--- config.mk ---
export PLATFORM = sky130hd
export DESIGN_NAME = pmx_pin_mux
export DESIGN_NICKNAME = d
export VERILOG_FILES = /design/src/design/pmx_pkg.sv /design/src/design/pmx_port_cell.sv /design/src/design/pmx_pin_mux.sv
export SDC_FILE = /design/constraint.sdc
export NUM_CORES = 1
export LEC_CHECK = 0
export BUFFER_PORTS_ARGS = -buffer_cell sky130_fd_sc_hd__buf_2
export CORE_MARGIN = 2
export CORE_UTILIZATION = 44
export DETAILED_ROUTE_END_ITERATION = 12
export PLACE_DENSITY_LB_ADDON = 0.25
export SLEW_MARGIN = 30
export SYNTH_ARGS = -nofsm -noshare
export SYNTH_HDL_FRONTEND = slang
export SYNTH_SLANG_ARGS = --single-unit
--- constraint.sdc ---
create_clock -name clk_i -period 4 [get_ports clk_i]
set_input_delay 0.8 -clock clk_i [delete_from_list [all_inputs] [get_ports clk_i]]
set_output_delay 0.8 -clock clk_i [all_outputs]
set_load 0.005 [all_outputs]
--- src/design/pmx_pkg.sv ---
// constants and carrier types for the pin multiplexer
// Functional notes
// ports 0/1 address/data when bus on
// port 2 upper address when control bit 0
// pins 3.0/3.1 strobes when bus on
// pin 3.2 low write strobe when bus+enable
// pin 3.3 high strobe needs bus, 16-bit, enable
// pins 3.4/3.5 hold request/ack when bus+hold
// pin 3.6 ready input when bus+ready enabled
// pin 3.7 bus clock when bus+clock out
// pins 4.0/4.1 first UART data and clock
// pins 4.5/4.4 second UART data and clock
// pins 4.6/4.7 synchronous serial data and clock
// peripheral inputs always routed
// port 6 pins analog when enable bit set
// pull-ups ports 0-3 only while GPIO
// enabled alternate output overrides port registers
package pmx_pkg;

    ////////////////////////////////////////////////////////////////////////////
    // geometry
    localparam int NUM_PORTS  = 7;   // ports 0 to 6
    localparam int PORT_W     = 8;   // pins per port
    localparam int PULL_PORTS = 4;   // ports 0 to 3 carry pull-ups
    localparam int WB_ADR_W   = 8;   // byte address width of the slave

    // port numbers
    localparam int P_AD_LO  = 0;     // low address/data byte
    localparam int P_AD_HI  = 1;     // high address/data byte
    localparam int P_UPPER  = 2;     // upper address lines
    localparam int P_STROBE = 3;     // bus strobes and handshakes
    localparam int P_SERIAL = 4;     // serial outputs and inputs
    localparam int P_INPUT  = 5;     // interrupt, trigger, timer inputs
    localparam int P_ANALOG = 6;     // analog channels

    // pin positions inside port 3
    localparam int B_ALE  = 0;       // address latch strobe
    localparam int B_RD   = 1;       // read strobe
    localparam int B_WRL  = 2;       // low write strobe
    localparam int B_WRH  = 3;       // high write strobe
    localparam int B_HREQ = 4;       // hold request in
    localparam int B_HACK = 5;       // hold acknowledge out
    localparam int B_RDY  = 6;       // ready in
    localparam int B_CLK  = 7;       // bus clock out

    // pin positions inside port 4
    localparam int B_A_TXD  = 0;
    localparam int B_A_SCLK = 1;
    localparam int B_A_RXD  = 2;
    localparam int B_B_RXD  = 3;
    localparam int B_B_SCLK = 4;
    localparam int B_B_TXD  = 5;
    localparam int B_S_DOUT = 6;
    localparam int B_S_SCLK = 7;

    // pin positions inside port 5
    localparam int B_S_DIN = 0;
    localparam int B_IRQ0  = 1;      // first of four interrupt inputs
    localparam int B_TRIG  = 5;
    localparam int B_TMR   = 6;

    ////////////////////////////////////////////////////////////////////////////
    // register map, byte offsets
    localparam logic [7:0] REG_MODE_CTRL   = 8'h00;  // mode and function enables
    localparam logic [7:0] REG_UPPER_ADDR  = 8'h04;  // upper_addr_out_ctrl
    localparam logic [7:0] REG_ANALOG_EN   = 8'h08;  // analog input enable
    localparam logic [7:0] REG_DATA_BASE   = 8'h20;  // port data, 4 bytes apart
    localparam logic [7:0] REG_DIR_BASE    = 8'h40;  // port direction
    localparam logic [7:0] REG_PULL_BASE   = 8'h60;  // pull-up enables
    localparam logic [7:0] REG_LEVEL_BASE  = 8'h80;  // pin levels, read only
    localparam logic [7:0] REG_BLOCK_MASK  = 8'hE0;  // selects a port block
    localparam logic [7:0] REG_IDX_MASK    = 8'h1C;  // selects a port within it

    // mode control fields
    localparam int CTRL_EXT_BUS = 0;  // external bus enabled
    localparam int CTRL_BUS16   = 1;  // 16-bit bus
    localparam int CTRL_WRL_EN  = 2;  // low write strobe output
    localparam int CTRL_WRH_EN  = 3;  // high write strobe output
    localparam int CTRL_HOLD_EN = 4;  // hold function
    localparam int CTRL_RDY_EN  = 5;  // external ready function
    localparam int CTRL_CLK_EN  = 6;  // bus clock output

    // reset values
    localparam logic [7:0] RST_MODE_CTRL  = 8'h00;
    localparam logic [7:0] RST_UPPER_ADDR = 8'h00;
    localparam logic [7:0] RST_ANALOG_EN  = 8'h00;
    localparam logic [7:0] RST_PORT       = 8'h00;

    ////////////////////////////////////////////////////////////////////////////
    // carriers
    typedef logic [NUM_PORTS-1:0][PORT_W-1:0] pmx_pins_t;

    typedef struct packed {
        logic [15:0] ad_out;            // address/data drive value
        logic [15:0] ad_oe;             // address/data drive enable
        logic [7:0]  upper_addr_lines;  // address 16 to 23
        logic        ale;
        logic        rd;
        logic        write_strobe_low;
        logic        write_strobe_high;
        logic        bus_hold_ack;
        logic        bus_clk;
    } pmx_bus_out_t;

    typedef struct packed {
        logic [15:0] ad_in;             // address/data read back
        logic        bus_hold_request;
        logic        ext_ready;
    } pmx_bus_in_t;

    typedef struct packed {
        logic uart_a_txd;
        logic uart_a_txd_en;
        logic uart_a_sclk;
        logic uart_a_sclk_en;
        logic uart_b_txd;
        logic uart_b_txd_en;
        logic uart_b_sclk;
        logic uart_b_sclk_en;
        logic sync_serial_dout;
        logic sync_serial_dout_en;
        logic sync_serial_sclk;
        logic sync_serial_sclk_en;
    } pmx_ser_out_t;

    typedef struct packed {
        logic       uart_a_rxd;
        logic       uart_a_sclk_in;
        logic       uart_b_rxd;
        logic       uart_b_sclk_in;
        logic       sync_serial_din;
        logic       sync_serial_sclk_in;
        logic [3:0] ext_irq_inputs_hi;
        logic       converter_trigger_in;
        logic       timer_event_in;
    } pmx_ser_in_t;

endpackage

--- src/design/pmx_port_cell.sv ---
// registered port cell: alternate or port drive per pin
`timescale 1ns/1ps
module pmx_port_cell
    import pmx_pkg::*;
#(
    parameter int W = PORT_W
) (
    input  wire logic         clk_i,
    input  wire logic         rst_i,
    input  wire logic [W-1:0] alt_en_i,      // alternate function owns pin
    input  wire logic [W-1:0] alt_out_i,     // alternate drive value
    input  wire logic [W-1:0] alt_oe_i,      // alternate drive enable
    input  wire logic [W-1:0] port_data_i,   // port data register
    input  wire logic [W-1:0] port_dir_i,    // port direction, 1 = out
    input  wire logic [W-1:0] analog_i,      // pin given to converter
    output logic      [W-1:0] pin_out_o,
    output logic      [W-1:0] pin_oe_o
);

    ////////////////////////////////////////////////////////////////////////////
    // drive value: alternate wins while enabled
    always_ff @(posedge clk_i) begin
        if (rst_i) begin
            pin_out_o <= '0;
        end else begin
            pin_out_o <= (alt_en_i & alt_out_i) | (~alt_en_i & port_data_i);
        end
    end

    // drive enable: analog off, then alternate, then port
    always_ff @(posedge clk_i) begin
        if (rst_i) begin
            pin_oe_o <= '0;
        end else begin
            pin_oe_o <= ~analog_i & ((alt_en_i & alt_oe_i) | (~alt_en_i & port_dir_i));
        end
    end

endmodule

--- src/design/pmx_pin_mux.sv ---
// shared pin multiplexer with wishbone registers
`timescale 1ns/1ps
module pmx_pin_mux
    import pmx_pkg::*;
(
    input  wire logic                clk_i,
    input  wire logic                rst_i,
    // wishbone slave
    input  wire logic                wb_cyc_i,
    input  wire logic                wb_stb_i,
    input  wire logic                wb_we_i,
    input  wire logic [WB_ADR_W-1:0] wb_adr_i,
    input  wire logic [3:0]          wb_sel_i,
    input  wire logic [31:0]         wb_dat_i,
    output logic      [31:0]         wb_dat_o,
    output logic                     wb_ack_o,
    // peripheral side
    input  wire pmx_bus_out_t        bus_ctl_i,
    input  wire pmx_ser_out_t        ser_ctl_i,
    output pmx_bus_in_t              bus_in_o,
    output pmx_ser_in_t              ser_in_o,
    output logic      [PORT_W-1:0]   analog_channel_pins_o,
    // pins
    input  wire pmx_pins_t           pin_in_i,
    output pmx_pins_t                pin_out_o,
    output pmx_pins_t                pin_oe_o,
    output logic [PULL_PORTS*PORT_W-1:0] pull_up_o
);

    ////////////////////////////////////////////////////////////////////////////
    // registers
    logic [7:0] mode_ctrl_reg;                 // mode and enables
    logic [7:0] upper_addr_out_ctrl_reg;       // 1 keeps pin as port
    logic [7:0] analog_en_reg;                 // 1 gives pin to converter
    logic [NUM_PORTS-1:0][PORT_W-1:0] data_reg; // port data
    logic [NUM_PORTS-1:0][PORT_W-1:0] dir_reg;  // port direction
    logic [PULL_PORTS-1:0][PORT_W-1:0] pull_reg; // pull-up requests
    pmx_pins_t  level_reg;                     // sampled pin levels
    logic       ack_reg;                       // bus answer
    logic [31:0] rdata_reg;                    // bus read data

    // alternate function selection
    pmx_pins_t  alt_en;
    pmx_pins_t  alt_out;
    pmx_pins_t  alt_oe;
    logic [31:0] rd_next;                      // read mux result
    logic       wr_hit;                        // write takes effect now

    // decoded mode bits
    logic ext_bus;
    logic hold_on;
    logic ready_on;

    ////////////////////////////////////////////////////////////////////////////
    // address helpers
    function automatic logic [2:0] port_idx(input logic [WB_ADR_W-1:0] a);
        port_idx = 3'((a & REG_IDX_MASK) >> 2);
    endfunction

    function automatic logic in_block(input logic [WB_ADR_W-1:0] a,
                                      input logic [7:0] base,
                                      input int unsigned count);
        in_block = ((a & REG_BLOCK_MASK) == base)
                   && (32'(port_idx(a)) < count)
                   && (a[1:0] == 2'b00);
    endfunction

    assign ext_bus  = mode_ctrl_reg[CTRL_EXT_BUS];
    assign hold_on  = ext_bus & mode_ctrl_reg[CTRL_HOLD_EN];
    assign ready_on = ext_bus & mode_ctrl_reg[CTRL_RDY_EN];

    ////////////////////////////////////////////////////////////////////////////
    // ack one cycle after each request
    always_ff @(posedge clk_i) begin
        if (rst_i) begin
            ack_reg <= 1'b0;
        end else begin
            ack_reg <= wb_cyc_i & wb_stb_i & ~ack_reg;
        end
    end

    // write lands on the acked edge
    assign wr_hit = wb_cyc_i & wb_stb_i & wb_we_i & ack_reg & wb_sel_i[0];

    // read data captured with the request
    always_ff @(posedge clk_i) begin
        if (rst_i) begin
            rdata_reg <= '0;
        end else if (wb_cyc_i & wb_stb_i & ~ack_reg & ~wb_we_i) begin
            rdata_reg <= rd_next;
        end else if (ack_reg) begin
            rdata_reg <= '0;
        end
    end

    // read mux, unmapped reads as zero
    always_comb begin
        rd_next = '0;
        if (wb_adr_i == REG_MODE_CTRL) begin
            rd_next[7:0] = mode_ctrl_reg;
        end else if (wb_adr_i == REG_UPPER_ADDR) begin
            rd_next[7:0] = upper_addr_out_ctrl_reg;
        end else if (wb_adr_i == REG_ANALOG_EN) begin
            rd_next[7:0] = analog_en_reg;
        end else if (in_block(wb_adr_i, REG_DATA_BASE, NUM_PORTS)) begin
            rd_next[7:0] = data_reg[port_idx(wb_adr_i)];
        end else if (in_block(wb_adr_i, REG_DIR_BASE, NUM_PORTS)) begin
            rd_next[7:0] = dir_reg[port_idx(wb_adr_i)];
        end else if (in_block(wb_adr_i, REG_PULL_BASE, PULL_PORTS)) begin
            rd_next[7:0] = pull_reg[2'(port_idx(wb_adr_i))];
        end else if (in_block(wb_adr_i, REG_LEVEL_BASE, NUM_PORTS)) begin
            rd_next[7:0] = level_reg[port_idx(wb_adr_i)];
        end
    end

    ////////////////////////////////////////////////////////////////////////////
    // mode, upper address, analog
    always_ff @(posedge clk_i) begin
        if (rst_i) begin
            mode_ctrl_reg           <= RST_MODE_CTRL;
            upper_addr_out_ctrl_reg <= RST_UPPER_ADDR;
            analog_en_reg           <= RST_ANALOG_EN;
        end else if (wr_hit) begin
            if (wb_adr_i == REG_MODE_CTRL) begin
                mode_ctrl_reg <= wb_dat_i[7:0];
            end
            if (wb_adr_i == REG_UPPER_ADDR) begin
                upper_addr_out_ctrl_reg <= wb_dat_i[7:0];
            end
            if (wb_adr_i == REG_ANALOG_EN) begin
                analog_en_reg <= wb_dat_i[7:0];
            end
        end
    end

    // port data, direction, pull-up
    always_ff @(posedge clk_i) begin
        if (rst_i) begin
            data_reg <= '0;
            dir_reg  <= '0;
            pull_reg <= '0;
        end else if (wr_hit) begin
            if (in_block(wb_adr_i, REG_DATA_BASE, NUM_PORTS)) begin
                data_reg[port_idx(wb_adr_i)] <= wb_dat_i[7:0];
            end
            if (in_block(wb_adr_i, REG_DIR_BASE, NUM_PORTS)) begin
                dir_reg[port_idx(wb_adr_i)] <= wb_dat_i[7:0];
            end
            if (in_block(wb_adr_i, REG_PULL_BASE, PULL_PORTS)) begin
                pull_reg[2'(port_idx(wb_adr_i))] <= wb_dat_i[7:0];
            end
        end
    end

    ////////////////////////////////////////////////////////////////////////////
    // alternate output selection per pin
    always_comb begin
        alt_en  = '0;
        alt_out = '0;
        alt_oe  = '0;
        // address/data bus owns ports 0 and 1
        alt_en[P_AD_LO]  = {PORT_W{ext_bus}};
        alt_en[P_AD_HI]  = {PORT_W{ext_bus}};
        alt_out[P_AD_LO] = bus_ctl_i.ad_out[7:0];
        alt_out[P_AD_HI] = bus_ctl_i.ad_out[15:8];
        alt_oe[P_AD_LO]  = bus_ctl_i.ad_oe[7:0];
        alt_oe[P_AD_HI]  = bus_ctl_i.ad_oe[15:8];
        // upper address where control bit clear
        alt_en[P_UPPER]  = {PORT_W{ext_bus}} & ~upper_addr_out_ctrl_reg;
        alt_out[P_UPPER] = bus_ctl_i.upper_addr_lines;
        alt_oe[P_UPPER]  = '1;
        // strobes
        alt_en[P_STROBE][B_ALE]  = ext_bus;
        alt_out[P_STROBE][B_ALE] = bus_ctl_i.ale;
        alt_oe[P_STROBE][B_ALE]  = 1'b1;
        alt_en[P_STROBE][B_RD]   = ext_bus;
        alt_out[P_STROBE][B_RD]  = bus_ctl_i.rd;
        alt_oe[P_STROBE][B_RD]   = 1'b1;
        alt_en[P_STROBE][B_WRL]  = ext_bus & mode_ctrl_reg[CTRL_WRL_EN];
        alt_out[P_STROBE][B_WRL] = bus_ctl_i.write_strobe_low;
        alt_oe[P_STROBE][B_WRL]  = 1'b1;
        alt_en[P_STROBE][B_WRH]  = ext_bus & mode_ctrl_reg[CTRL_BUS16]
                                   & mode_ctrl_reg[CTRL_WRH_EN];
        alt_out[P_STROBE][B_WRH] = bus_ctl_i.write_strobe_high;
        alt_oe[P_STROBE][B_WRH]  = 1'b1;
        // hold request is an input
        alt_en[P_STROBE][B_HREQ] = hold_on;
        alt_en[P_STROBE][B_HACK] = hold_on;
        alt_out[P_STROBE][B_HACK] = bus_ctl_i.bus_hold_ack;
        alt_oe[P_STROBE][B_HACK]  = 1'b1;
        // ready is an input
        alt_en[P_STROBE][B_RDY]  = ready_on;
        alt_en[P_STROBE][B_CLK]  = ext_bus & mode_ctrl_reg[CTRL_CLK_EN];
        alt_out[P_STROBE][B_CLK] = bus_ctl_i.bus_clk;
        alt_oe[P_STROBE][B_CLK]  = 1'b1;
        // first uart
        alt_en[P_SERIAL][B_A_TXD]   = ser_ctl_i.uart_a_txd_en;
        alt_out[P_SERIAL][B_A_TXD]  = ser_ctl_i.uart_a_txd;
        alt_en[P_SERIAL][B_A_SCLK]  = ser_ctl_i.uart_a_sclk_en;
        alt_out[P_SERIAL][B_A_SCLK] = ser_ctl_i.uart_a_sclk;
        // second uart
        alt_en[P_SERIAL][B_B_TXD]   = ser_ctl_i.uart_b_txd_en;
        alt_out[P_SERIAL][B_B_TXD]  = ser_ctl_i.uart_b_txd;
        alt_en[P_SERIAL][B_B_SCLK]  = ser_ctl_i.uart_b_sclk_en;
        alt_out[P_SERIAL][B_B_SCLK] = ser_ctl_i.uart_b_sclk;
        // synchronous serial interface
        alt_en[P_SERIAL][B_S_DOUT]  = ser_ctl_i.sync_serial_dout_en;
        alt_out[P_SERIAL][B_S_DOUT] = ser_ctl_i.sync_serial_dout;
        alt_en[P_SERIAL][B_S_SCLK]  = ser_ctl_i.sync_serial_sclk_en;
        alt_out[P_SERIAL][B_S_SCLK] = ser_ctl_i.sync_serial_sclk;
        // every serial output drives while enabled
        alt_oe[P_SERIAL] = alt_en[P_SERIAL];
    end

    ////////////////////////////////////////////////////////////////////////////
    // one registered cell per port
    for (genvar p = 0; p < NUM_PORTS; p++) begin : g_port
        pmx_port_cell #(
            .W (PORT_W)
        ) u_cell (
            .clk_i       (clk_i),
            .rst_i       (rst_i),
            .alt_en_i    (alt_en[p]),
            .alt_out_i   (alt_out[p]),
            .alt_oe_i    (alt_oe[p]),
            .port_data_i (data_reg[p]),
            .port_dir_i  (dir_reg[p]),
            .analog_i    ((p == P_ANALOG) ? analog_en_reg : '0),
            .pin_out_o   (pin_out_o[p]),
            .pin_oe_o    (pin_oe_o[p])
        );
    end

    ////////////////////////////////////////////////////////////////////////////
    // sampled pin levels, analog bits read 0
    always_ff @(posedge clk_i) begin
        if (rst_i) begin
            level_reg <= '0;
        end else begin
            level_reg <= pin_in_i;
            level_reg[P_ANALOG] <= pin_in_i[P_ANALOG] & ~analog_en_reg;
        end
    end

    // converter channel selection
    always_ff @(posedge clk_i) begin
        if (rst_i) begin
            analog_channel_pins_o <= '0;
        end else begin
            analog_channel_pins_o <= analog_en_reg;
        end
    end

    // pull-ups only on port pins
    always_ff @(posedge clk_i) begin
        if (rst_i) begin
            pull_up_o <= '0;
        end else begin
            for (int p = 0; p < PULL_PORTS; p++) begin
                pull_up_o[p*PORT_W +: PORT_W] <= pull_reg[p] & ~alt_en[p];
            end
        end
    end

    ////////////////////////////////////////////////////////////////////////////
    // inputs to the bus controller
    always_ff @(posedge clk_i) begin
        if (rst_i) begin
            bus_in_o <= '0;
            bus_in_o.ext_ready <= 1'b1;
        end else begin
            bus_in_o.ad_in <= {pin_in_i[P_AD_HI], pin_in_i[P_AD_LO]};
            bus_in_o.bus_hold_request <= hold_on & pin_in_i[P_STROBE][B_HREQ];
            bus_in_o.ext_ready <= ~ready_on | pin_in_i[P_STROBE][B_RDY];
        end
    end

    // peripheral inputs are always routed
    always_ff @(posedge clk_i) begin
        if (rst_i) begin
            ser_in_o <= '0;
        end else begin
            ser_in_o.uart_a_rxd           <= pin_in_i[P_SERIAL][B_A_RXD];
            ser_in_o.uart_a_sclk_in       <= pin_in_i[P_SERIAL][B_A_SCLK];
            ser_in_o.uart_b_rxd           <= pin_in_i[P_SERIAL][B_B_RXD];
            ser_in_o.uart_b_sclk_in       <= pin_in_i[P_SERIAL][B_B_SCLK];
            ser_in_o.sync_serial_din      <= pin_in_i[P_INPUT][B_S_DIN];
            ser_in_o.sync_serial_sclk_in  <= pin_in_i[P_SERIAL][B_S_SCLK];
            ser_in_o.ext_irq_inputs_hi    <= pin_in_i[P_INPUT][B_IRQ0 +: 4];
            ser_in_o.converter_trigger_in <= pin_in_i[P_INPUT][B_TRIG];
            ser_in_o.timer_event_in       <= pin_in_i[P_INPUT][B_TMR];
        end
    end

    // bus outputs
    assign wb_ack_o = ack_reg;
    assign wb_dat_o = rdata_reg;

endmodule

==> results of run 1 <==
path summary, 6_finish.rpt:
check	cells past startpoint	end	slack (ns)	startpoint
setup / recovery	6	wb_dat_o[1]$_SDFFE_PP0P_	1.44	wb_adr_i[2]
hold / removal	2	level_reg[10]$_SDFF_PP0_	0.46	pin_in_i[10]
setup reg to reg	5	upper_addr_out_ctrl_reg[0]$_SDFFE_PP0P_	1.55	wb_ack_o$_SDFF_PP0_
hold reg to reg	2	dir_reg[17]$_SDFFE_PP0P_	0.47	dir_reg[17]$_SDFFE_PP0P_
power breakdown:
group	switching, µW	internal, µW	total [µW]
logic	289	155	443
clock network	1630	2480	4110
registers	14.1	3890	3900
total	1930	6530	8460
logic make-up after synthesis:
family,after synthesis,synth area share (%)
buf+inv,167,5.71
simple gates,609,21.0
compound gates,199,8.24
other cells,1,0.0242
mux,199,15.0
flops,387,50.0
critical path: cells and delay by family:
kind                   cells  cell delay [ns]
buffers and inverters      2             0.88
multiplexers               1             0.59
AND/OR/NAND/NOR            1             0.12
AO/OA/AOI/OAI              2             0.58
layout make-up:
class	instances	area, µm²	area share [%]
flip-flops and latches	387	7750	41.6
multi-input cells	1031	6950	37.3
repair buffers	346	1820	9.78
clock buffers	55	1210	6.52
well taps	455	569	3.06
clock inverters	23	274	1.47
inverters	10	37.5	0.202
diodes	3	7.51	0.0403
metal layers:
metal,vias to the layer above,share of wire [%]
li1,5799,-
met1,5910,43
met2,514,47
met3,81,7.5
met4,0,3.1
met5,-,0
stage by stage:
stage / utilization (%) / power, µW / instance area [µm²]
after floorplan: - / 4270 / 15600
after global placement: 49.4 / 4420 / 17100
after detailed placement: 49.4 / 4430 / 17100
after CTS: 53.7 / 8540 / 18600
after global routing: 53.8 / 8730 / 18600
final: 53.8 / 8460 / 18600
layout by cell type (no fill, tap or decap), types with 6 or more instances in the layout:
cell type	instances
dfxtp_1	386
buf_2	323
nor2_1	212
mux2i_1	166
nand2_1	160
nor2b_1	96
a21oi_1	93
clkbuf_16	45
nor3b_1	29
and2_1	28
mux4_2	26
o21ai_0	25
conb_1	24
buf_4	20
a211oi_1	16
nor3_1	11
nand4_1	9
inv_1	8
nand2b_1	8
nand3_1	8
o211ai_1	8
nor4_4	8
clkinv_2	8
mux2_2	7
nor3_4	6
o221ai_1	6
a221oi_1	6
o2bb2ai_1	6
==> impl_metrics.yaml, run 1 <==
flow_run:
  max-cap-violations: 0
logic_synthesis:
  synth_warnings: 0
  synth_top_area_share_pct: 50.0
  synth-seq-cells: 387
  synthMostInstantiatedCell: "dfxtp_1"
  async_flop_share_pct: 0
  syn_area_per_cell_um2: 9.91
  yosys.cell_types.count: 71
  synth_ff_type: "dfxtp_1"
  synthTopCellsByArea: "dfxtp_1, mux2i_1, nor2_1"
  synthCells: 1562
  synthTopCellsByCount: "dfxtp_1, nor2_1, mux2i_1, nand2_1, nor2b_1"
  netlist_area_um2: 15500
  yosys.area.top_type: "dfxtp_1"
  synth_edf_count: 0
  synth.yosys.seq_area_share_pct: 50.0
critical_path:
  cp_common_cell: "buf_4"
  cp-start-kind: "input port"
  cp-end-kind: "flop"
  critPathMaxFanout: 38
  arrival_ns: 3.00
  critPathKind: "in2reg"
  max_stage_delay_ns: 0.59
  worstPathCellList: "buf_4 > buf_4 > mux4_2 > nor2_1 > o311ai_0 > a32o_1"
  slowest_stage: "mux4_2"
  required_ns: 4.44
global_route:
  grt_pass1_vias: 11700
  grt_max_degree: 118
  track_usage_pct: 25.9
  gr-usage-met1_pct: 34.7
  grt-busiest-layer: "met2"
  met3_usage_pct: 5.34
  overflow: 0
  antenna_found_initial: 3
  met2_usage_pct: 41.4
  grt_pass1_wl_um: 71500
pwr:
  p_leak_uw: 0.00792
  vdd_drop_max_uv: 306
  power_per_cell_area_nw_per_um2: 454
drt:
  drt_iter0_markers: 1116
  viasPerCell: 5.33
  via_count: 12300
  wirelength_um: 48800
  wire_per_inst_um: 21.1
  first_pass_iters: 5
  antenna_left: 0
  drc: 0
cts:
  clk_latency_ns: 0.55
  cts_max_level: 2
  cts_hold_buf: 0
  cts.repair.resized: 0
  path_clk_slew_ns: 0.06
  cts_sinks: 387
  root_buffer: "clkbuf_16"
  cts_tree: "done"
  post_cts_buffers: 0
  numCtsBuffers: 42
  max-clock-path-buffers: 3
placement:
  globalplace.congestion: 0.897
  dp_hpwl_um: 34400
  placed_cells: 2229
  portBuffers: 326
  post-place-ws_ns: 0.905
final_layout:
  syn_to_final_growth_pct: 20.3
  final_cell_count_no_fill: 2310
  n_fill_cell: 3140
  drive_gt1_share_pct: 26.7
  fin_nets: 1981
status:
  status: "complete, no violations"
floorplanning:
  num_rows: 68
  io-pin-count: 378
  initial_utilization_pct: 44.7
  die_w_um: 192
  dieArea_um2: 36700
  die_h_um: 192
  core_um2: 34600
worst_hold_path:
  hold_path.class: "in2reg"
timing:
  slew_headroom_pct: 43.8
  setup_violations: 0
  fin_ws_ns: 1.44
  period_needed_ns: 2.56
  fin_crit_sh_pct: 64.0
  finalSetupTns_ns: 0
  slew_viol_final: 0
  max_freq_mhz: 391
  tightestPinTransition_ns: 0.841
  hold_viol_final: 0
  hold-worst-slack_ns: 0.459
  grt_setup_unrepaired: "no"
  fin_skew_ns: 0.00705
Note: power is estimated with default switching activity, not from simulation.
==> inputs of run 2 (changes only) <==
clock period = 2.1 ns   (was 4 ns; I/O delays follow)
==> run 2 against run 1 <==
Global-route usage increased by 0.43 points. Sequential cell count unchanged. Register-to-register slack got worse by 1.3 ns. Critical endpoint is now data_reg[39]$_SDFFE_PP0P_. Core utilization increased by 2.7 points. Clock skew increased by 0.013 ns. Combinational power increased by 120%. Critical path depth unchanged. Routed wire length increased by 1.3%. Total power increased by 83%. Sequential share of layout area decreased by 2.0 points. Worst hold slack got worse by 0.36 ns. Die area unchanged.
==> impl_metrics.yaml, run 2 (synthesized netlist as in run 1, its figures left out) <==
status:
  status: "complete, no violations"
cts:
  cts_tree: "done"
  root_buffer: "clkbuf_16"
  post_cts_buffers: 0
  max-clock-path-buffers: 3
  cts_hold_buf: 0
  clk_latency_ns: 0.53
  cts_max_level: 2
  cts.repair.resized: 0
  numCtsBuffers: 41
  path_clk_slew_ns: 0.06
  cts_sinks: 387
final_layout:
  mostFrequentLayoutCell: "dfxtp_1"
  final_util_pct: 56.5
  syn_to_final_growth_pct: 26.3
  n_fill_cell: 3102
  drive_gt1_share_pct: 30.7
  mostFrequentLayoutCells: "dfxtp_1, buf_2, nor2_1"
  seqCellArea_um2: 7750
  finish.instance_area_um2: 19600
  fin_nets: 2094
  multi_input_area_um2: 6940
timing:
  fin_crit_sh_pct: 89.5
  hold_viol_final: 0
  slew_viol_final: 0
  period_needed_ns: 1.88
  fin_skew_ns: 0.0196
  grt_setup_unrepaired: "no"
  slew_headroom_pct: 53.0
  tightestPinTransition_ns: 0.705
  fin_ws_ns: 0.221
  setup_violations: 0
  max_freq_mhz: 532
  hold-worst-slack_ns: 0.0996
critical_path:
  worstPathCellList: "and3_1 > nor2b_1 > buf_4 > nand4_4 > mux2i_1 > nor2_1"
  crit_cells: 6
  required_ns: 2.51
  critPathMaxFanout: 12
  cp-end-kind: "flop"
  critPathKind: "reg2reg"
  arrival_ns: 2.28
  max_stage_delay_ns: 0.44
  cp-start-kind: "flop"
  slowest_stage: "dfxtp_1"
  r2r_cells: 6
  crit_family: "simple AND/OR/NAND/NOR gates"
  crit_buf_inv: 1
drt:
  drc: 0
  antenna_left: 0
  wirelength_um: 49400
  via_count: 12700
  first_pass_iters: 5
  drt_iter0_markers: 1186
  wire_per_inst_um: 20.5
  viasPerCell: 5.24
global_route:
  overflow: 0
  antenna_found_initial: 2
  track_usage_pct: 26.4
  grt_pass1_vias: 12200
  grt_pass1_wl_um: 72900
  grt_max_degree: 85
pwr:
  p_leak_uw: 0.00848
  power_uw: 15500
  power_per_cell_area_nw_per_um2: 792
  vdd_drop_max_uv: 801
floorplanning:
  num_rows: 68
  dieArea_um2: 36700
  die_w_um: 192
  io-pin-count: 378
  initial_utilization_pct: 44.7
  die_h_um: 192
  core_um2: 34600
placement:
  dp_hpwl_um: 36200
  post-place-ws_ns: -0.178
  portBuffers: 326
  place_area_um2: 18200
  globalplace.congestion: 0.915
worst_hold_path:
  hold_depth: 2
  hold_path.class: "in2reg"
flow_run:
  max-cap-violations: 0
run 2: power by group:
group | switching, µW | internal, µW | leakage [µW]
combinational | 582 | 405 | 0.00469
clock | 2890 | 4170 | 0.000652
sequential | 27.2 | 7410 | 0.00313
total | 3500 | 12000 | 0.00848
run 2: worst paths after layout:
kind	startpoint	end	slack, ns
min	pin_in_i[43]	level_reg[43]$_SDFF_PP0_	0.1
max	wb_ack_o$_SDFF_PP0_	data_reg[39]$_SDFFE_PP0P_	0.22
min reg2reg	data_reg[29]$_SDFFE_PP0P_	data_reg[29]$_SDFFE_PP0P_	0.47
max reg2reg	wb_ack_o$_SDFF_PP0_	data_reg[39]$_SDFFE_PP0P_	0.22
run 2: per-layer routing:
metal	part of all wire [%]	GRT usage, %	up-vias	routed length (µm)
li1	-	-	6012	-
met1	43	35.0	6040	21200
met2	47	43.2	509	23100
met3	7.5	5.10	88	3700
met4	2.9	8.46	2	1450
met5	0.026	0	-	13
run 2: area by class of cell:
| class | instances | share of cell area [%] |
|---|---|---|
| Sequential cell | 387 | 39.6 |
| Multi-Input combinational cell | 1031 | 35.5 |
| Timing Repair Buffer | 460 | 15.0 |
| Clock buffer | 60 | 6.28 |
| Tap cell | 455 | 2.91 |
| Clock inverter | 12 | 0.512 |
| Inverter | 10 | 0.192 |
| Antenna cell | 1 | 0.0128 |
run 2: metrics by stage:
| stage | cells | setup TNS [ns] |
|---|---|---|
| after global placement | 2343 | -7.50 |
| after CTS | 2415 | 0 |
| after floorplan | 1585 | 0 |
| after global routing | 2415 | 0 |
| final | 2416 | 0 |
| after detailed placement | 2343 | -9.90 |
run 2: worst reg2reg max path, delay by kind of cell (launching register included):
kind	cells	cell delay [ns]
muxes	1	0.24
buffers and inverters	1	0.27
and+or+nand+nor	4	0.83
DFF	1	0.44
==> inputs of run 3 (changes only) <==
--- a/config.mk
+++ b/config.mk
@@ -7,4 +7,5 @@
 export LEC_CHECK = 0
 export BUFFER_PORTS_ARGS = -buffer_cell sky130_fd_sc_hd__buf_2
+export CORE_ASPECT_RATIO = 0.8
 export CORE_MARGIN = 2
 export CORE_UTILIZATION = 44
==> constraint.sdc (replaced) <==
create_clock -name clk_i -period 2.1 [get_ports clk_i]
set_input_delay 0.42 -clock clk_i [delete_from_list [all_inputs] [get_ports clk_i]]
set_output_delay 0.42 -clock clk_i [all_outputs]
set_load 0.1 [all_outputs]
==> run 3 against run 2 <==
Sequential cell count stayed put. Clock power is 4.8% higher. Die area hardly changed. First-iteration DRC count is 3.6% higher. Largest cell class unchanged. Non-clock buffer count is 5 higher. Sequential power hardly changed. Cell count is 0.70% higher. Largest power group unchanged. Sequential share of layout area is 0.19 points lower.
==> impl_metrics.yaml, run 3 (synthesized netlist as in run 1, its figures left out) <==
drt:
  first_pass_iters: 8
  drc: 0
  viasPerCell: 5.22
  antenna_left: 0
  wirelength_um: 50700
  via_count: 12700
  drt_iter0_markers: 1229
  wire_per_inst_um: 20.8
critical_path:
  crit_family: "buffers and inverters"
  max_stage_delay_ns: 0.47
  crit_buf_inv: 1
  cp-start-kind: "flop"
  slowest_stage: "buf_2"
  arrival_ns: 1.42
  critPathMaxFanout: 2
  worstPathCellList: "buf_2"
  critPathKind: "reg2out"
  rrSetupSlack_ns: 0.33
  required_ns: 1.68
  cp-end-kind: "output port"
timing:
  slew_headroom_pct: 53.4
  tightestPinTransition_ns: 0.699
  slew_viol_final: 0
  fin_ws_ns: 0.256
  fin_skew_ns: 0.0203
  hold_viol_final: 0
  fin_crit_sh_pct: 87.8
  hold-worst-slack_ns: 0.0885
  max_freq_mhz: 542
  grt_setup_unrepaired: "no"
  finalSetupTns_ns: 0
  period_needed_ns: 1.84
  setup_violations: 0
global_route:
  overflow: 0
  track_usage_pct: 27.4
  grt_max_degree: 147
  grt_pass1_vias: 12400
  antenna_found_initial: 0
  grt_pass1_wl_um: 75000
placement:
  post-place-ws_ns: -0.188
  globalplace.congestion: 0.914
  portBuffers: 326
  place_area_um2: 18300
  dp_hpwl_um: 37000
cts:
  root_buffer: "clkbuf_16"
  cts_sinks: 387
  max-clock-path-buffers: 3
  post_cts_buffers: 0
  cts.repair.resized: 0
  clk_latency_ns: 0.54
  path_clk_slew_ns: 0.06
  numCtsBuffers: 39
  cts_hold_buf: 0
  cts_max_level: 2
  cts_tree: "done"
floorplanning:
  io-pin-count: 378
  die_h_um: 172
  num_rows: 61
  initial_utilization_pct: 44.6
  die_w_um: 214
  core_um2: 34700
  dieArea_um2: 36700
pwr:
  combPwrFrac_pct: 8.9
  clock_power_share_pct: 45.5
  p_int_uw: 12300
  sw_frac_of_total_pct: 24.5
  seqPwrFrac_pct: 45.7
  switching_power_uw: 3990
  vdd_drop_max_uv: 831
  power_per_cell_area_nw_per_um2: 828
  p_leak_uw: 0.00852
final_layout:
  antenna_cells: 0
  syn_to_final_growth_pct: 27.0
  fin_nets: 2097
  drive_gt1_share_pct: 30.7
  mostFrequentLayoutCell: "dfxtp_1"
  mostFrequentLayoutCells: "dfxtp_1, buf_2, nor2_1"
  finish.instance_area_um2: 19700
status:
  status: "complete, no violations"
flow_run:
  max-cap-violations: 0
worst_hold_path:
  hold_path.class: "in2reg"
## run 3: layout make-up
| class | instances | area [µm²] |
|---|---|---|
| fillers | 3097 | 15100 |
| flip-flops and latches | 387 | 7750 |
| multi-input cells | 1031 | 6940 |
| repair buffers | 465 | 2980 |
| clock buffers | 52 | 1120 |
| well taps | 472 | 591 |
| clock inverters | 16 | 244 |
| inverters | 10 | 37.5 |
## run 3: power groups by stage
stage          clock network [µW]  logic (µW)  registers [µW]
3_3_place_gp                    0        1420            7600
3_5_place_dp                    0        1430            7600
5_1_grt                      7830        1510            7440
4_1_cts                      7510        1440            7440
2_1_floorplan                   0         933            7680
6_report                     7400        1450            7440
## run 3: per-layer routing
metal,vias up,wire [µm],global-route usage (%)
met5,-,0,0
met1,6066,23000,39.1
li1,6008,-,-
met3,82,4160,5.62
met4,0,1210,7.76
met2,549,22300,41.9
## run 3: metrics by stage
| stage | total power, µW | std cells | utilization, % |
|---|---|---|---|
| 2_1_floorplan | 8610 | 1585 | - |
| 3_3_place_gp | 9020 | 2365 | 52.7 |
| 3_5_place_dp | 9030 | 2365 | 52.7 |
| 4_1_cts | 16400 | 2433 | 56.6 |
| 5_1_grt | 16800 | 2433 | 56.6 |
| 6_report | 16300 | 2433 | 56.6 |
## run 3: final timing paths
kind,from,endpoint,cells after the start
min,pin_in_i[14],level_reg[14]$_SDFF_PP0_,2
min reg2reg,data_reg[11]$_SDFFE_PP0P_,data_reg[11]$_SDFFE_PP0P_,2
max,wb_dat_o[7]$_SDFFE_PP0P_,wb_dat_o[7],1
max reg2reg,wb_ack_o$_SDFF_PP0_,dir_reg[39]$_SDFFE_PP0P_,6
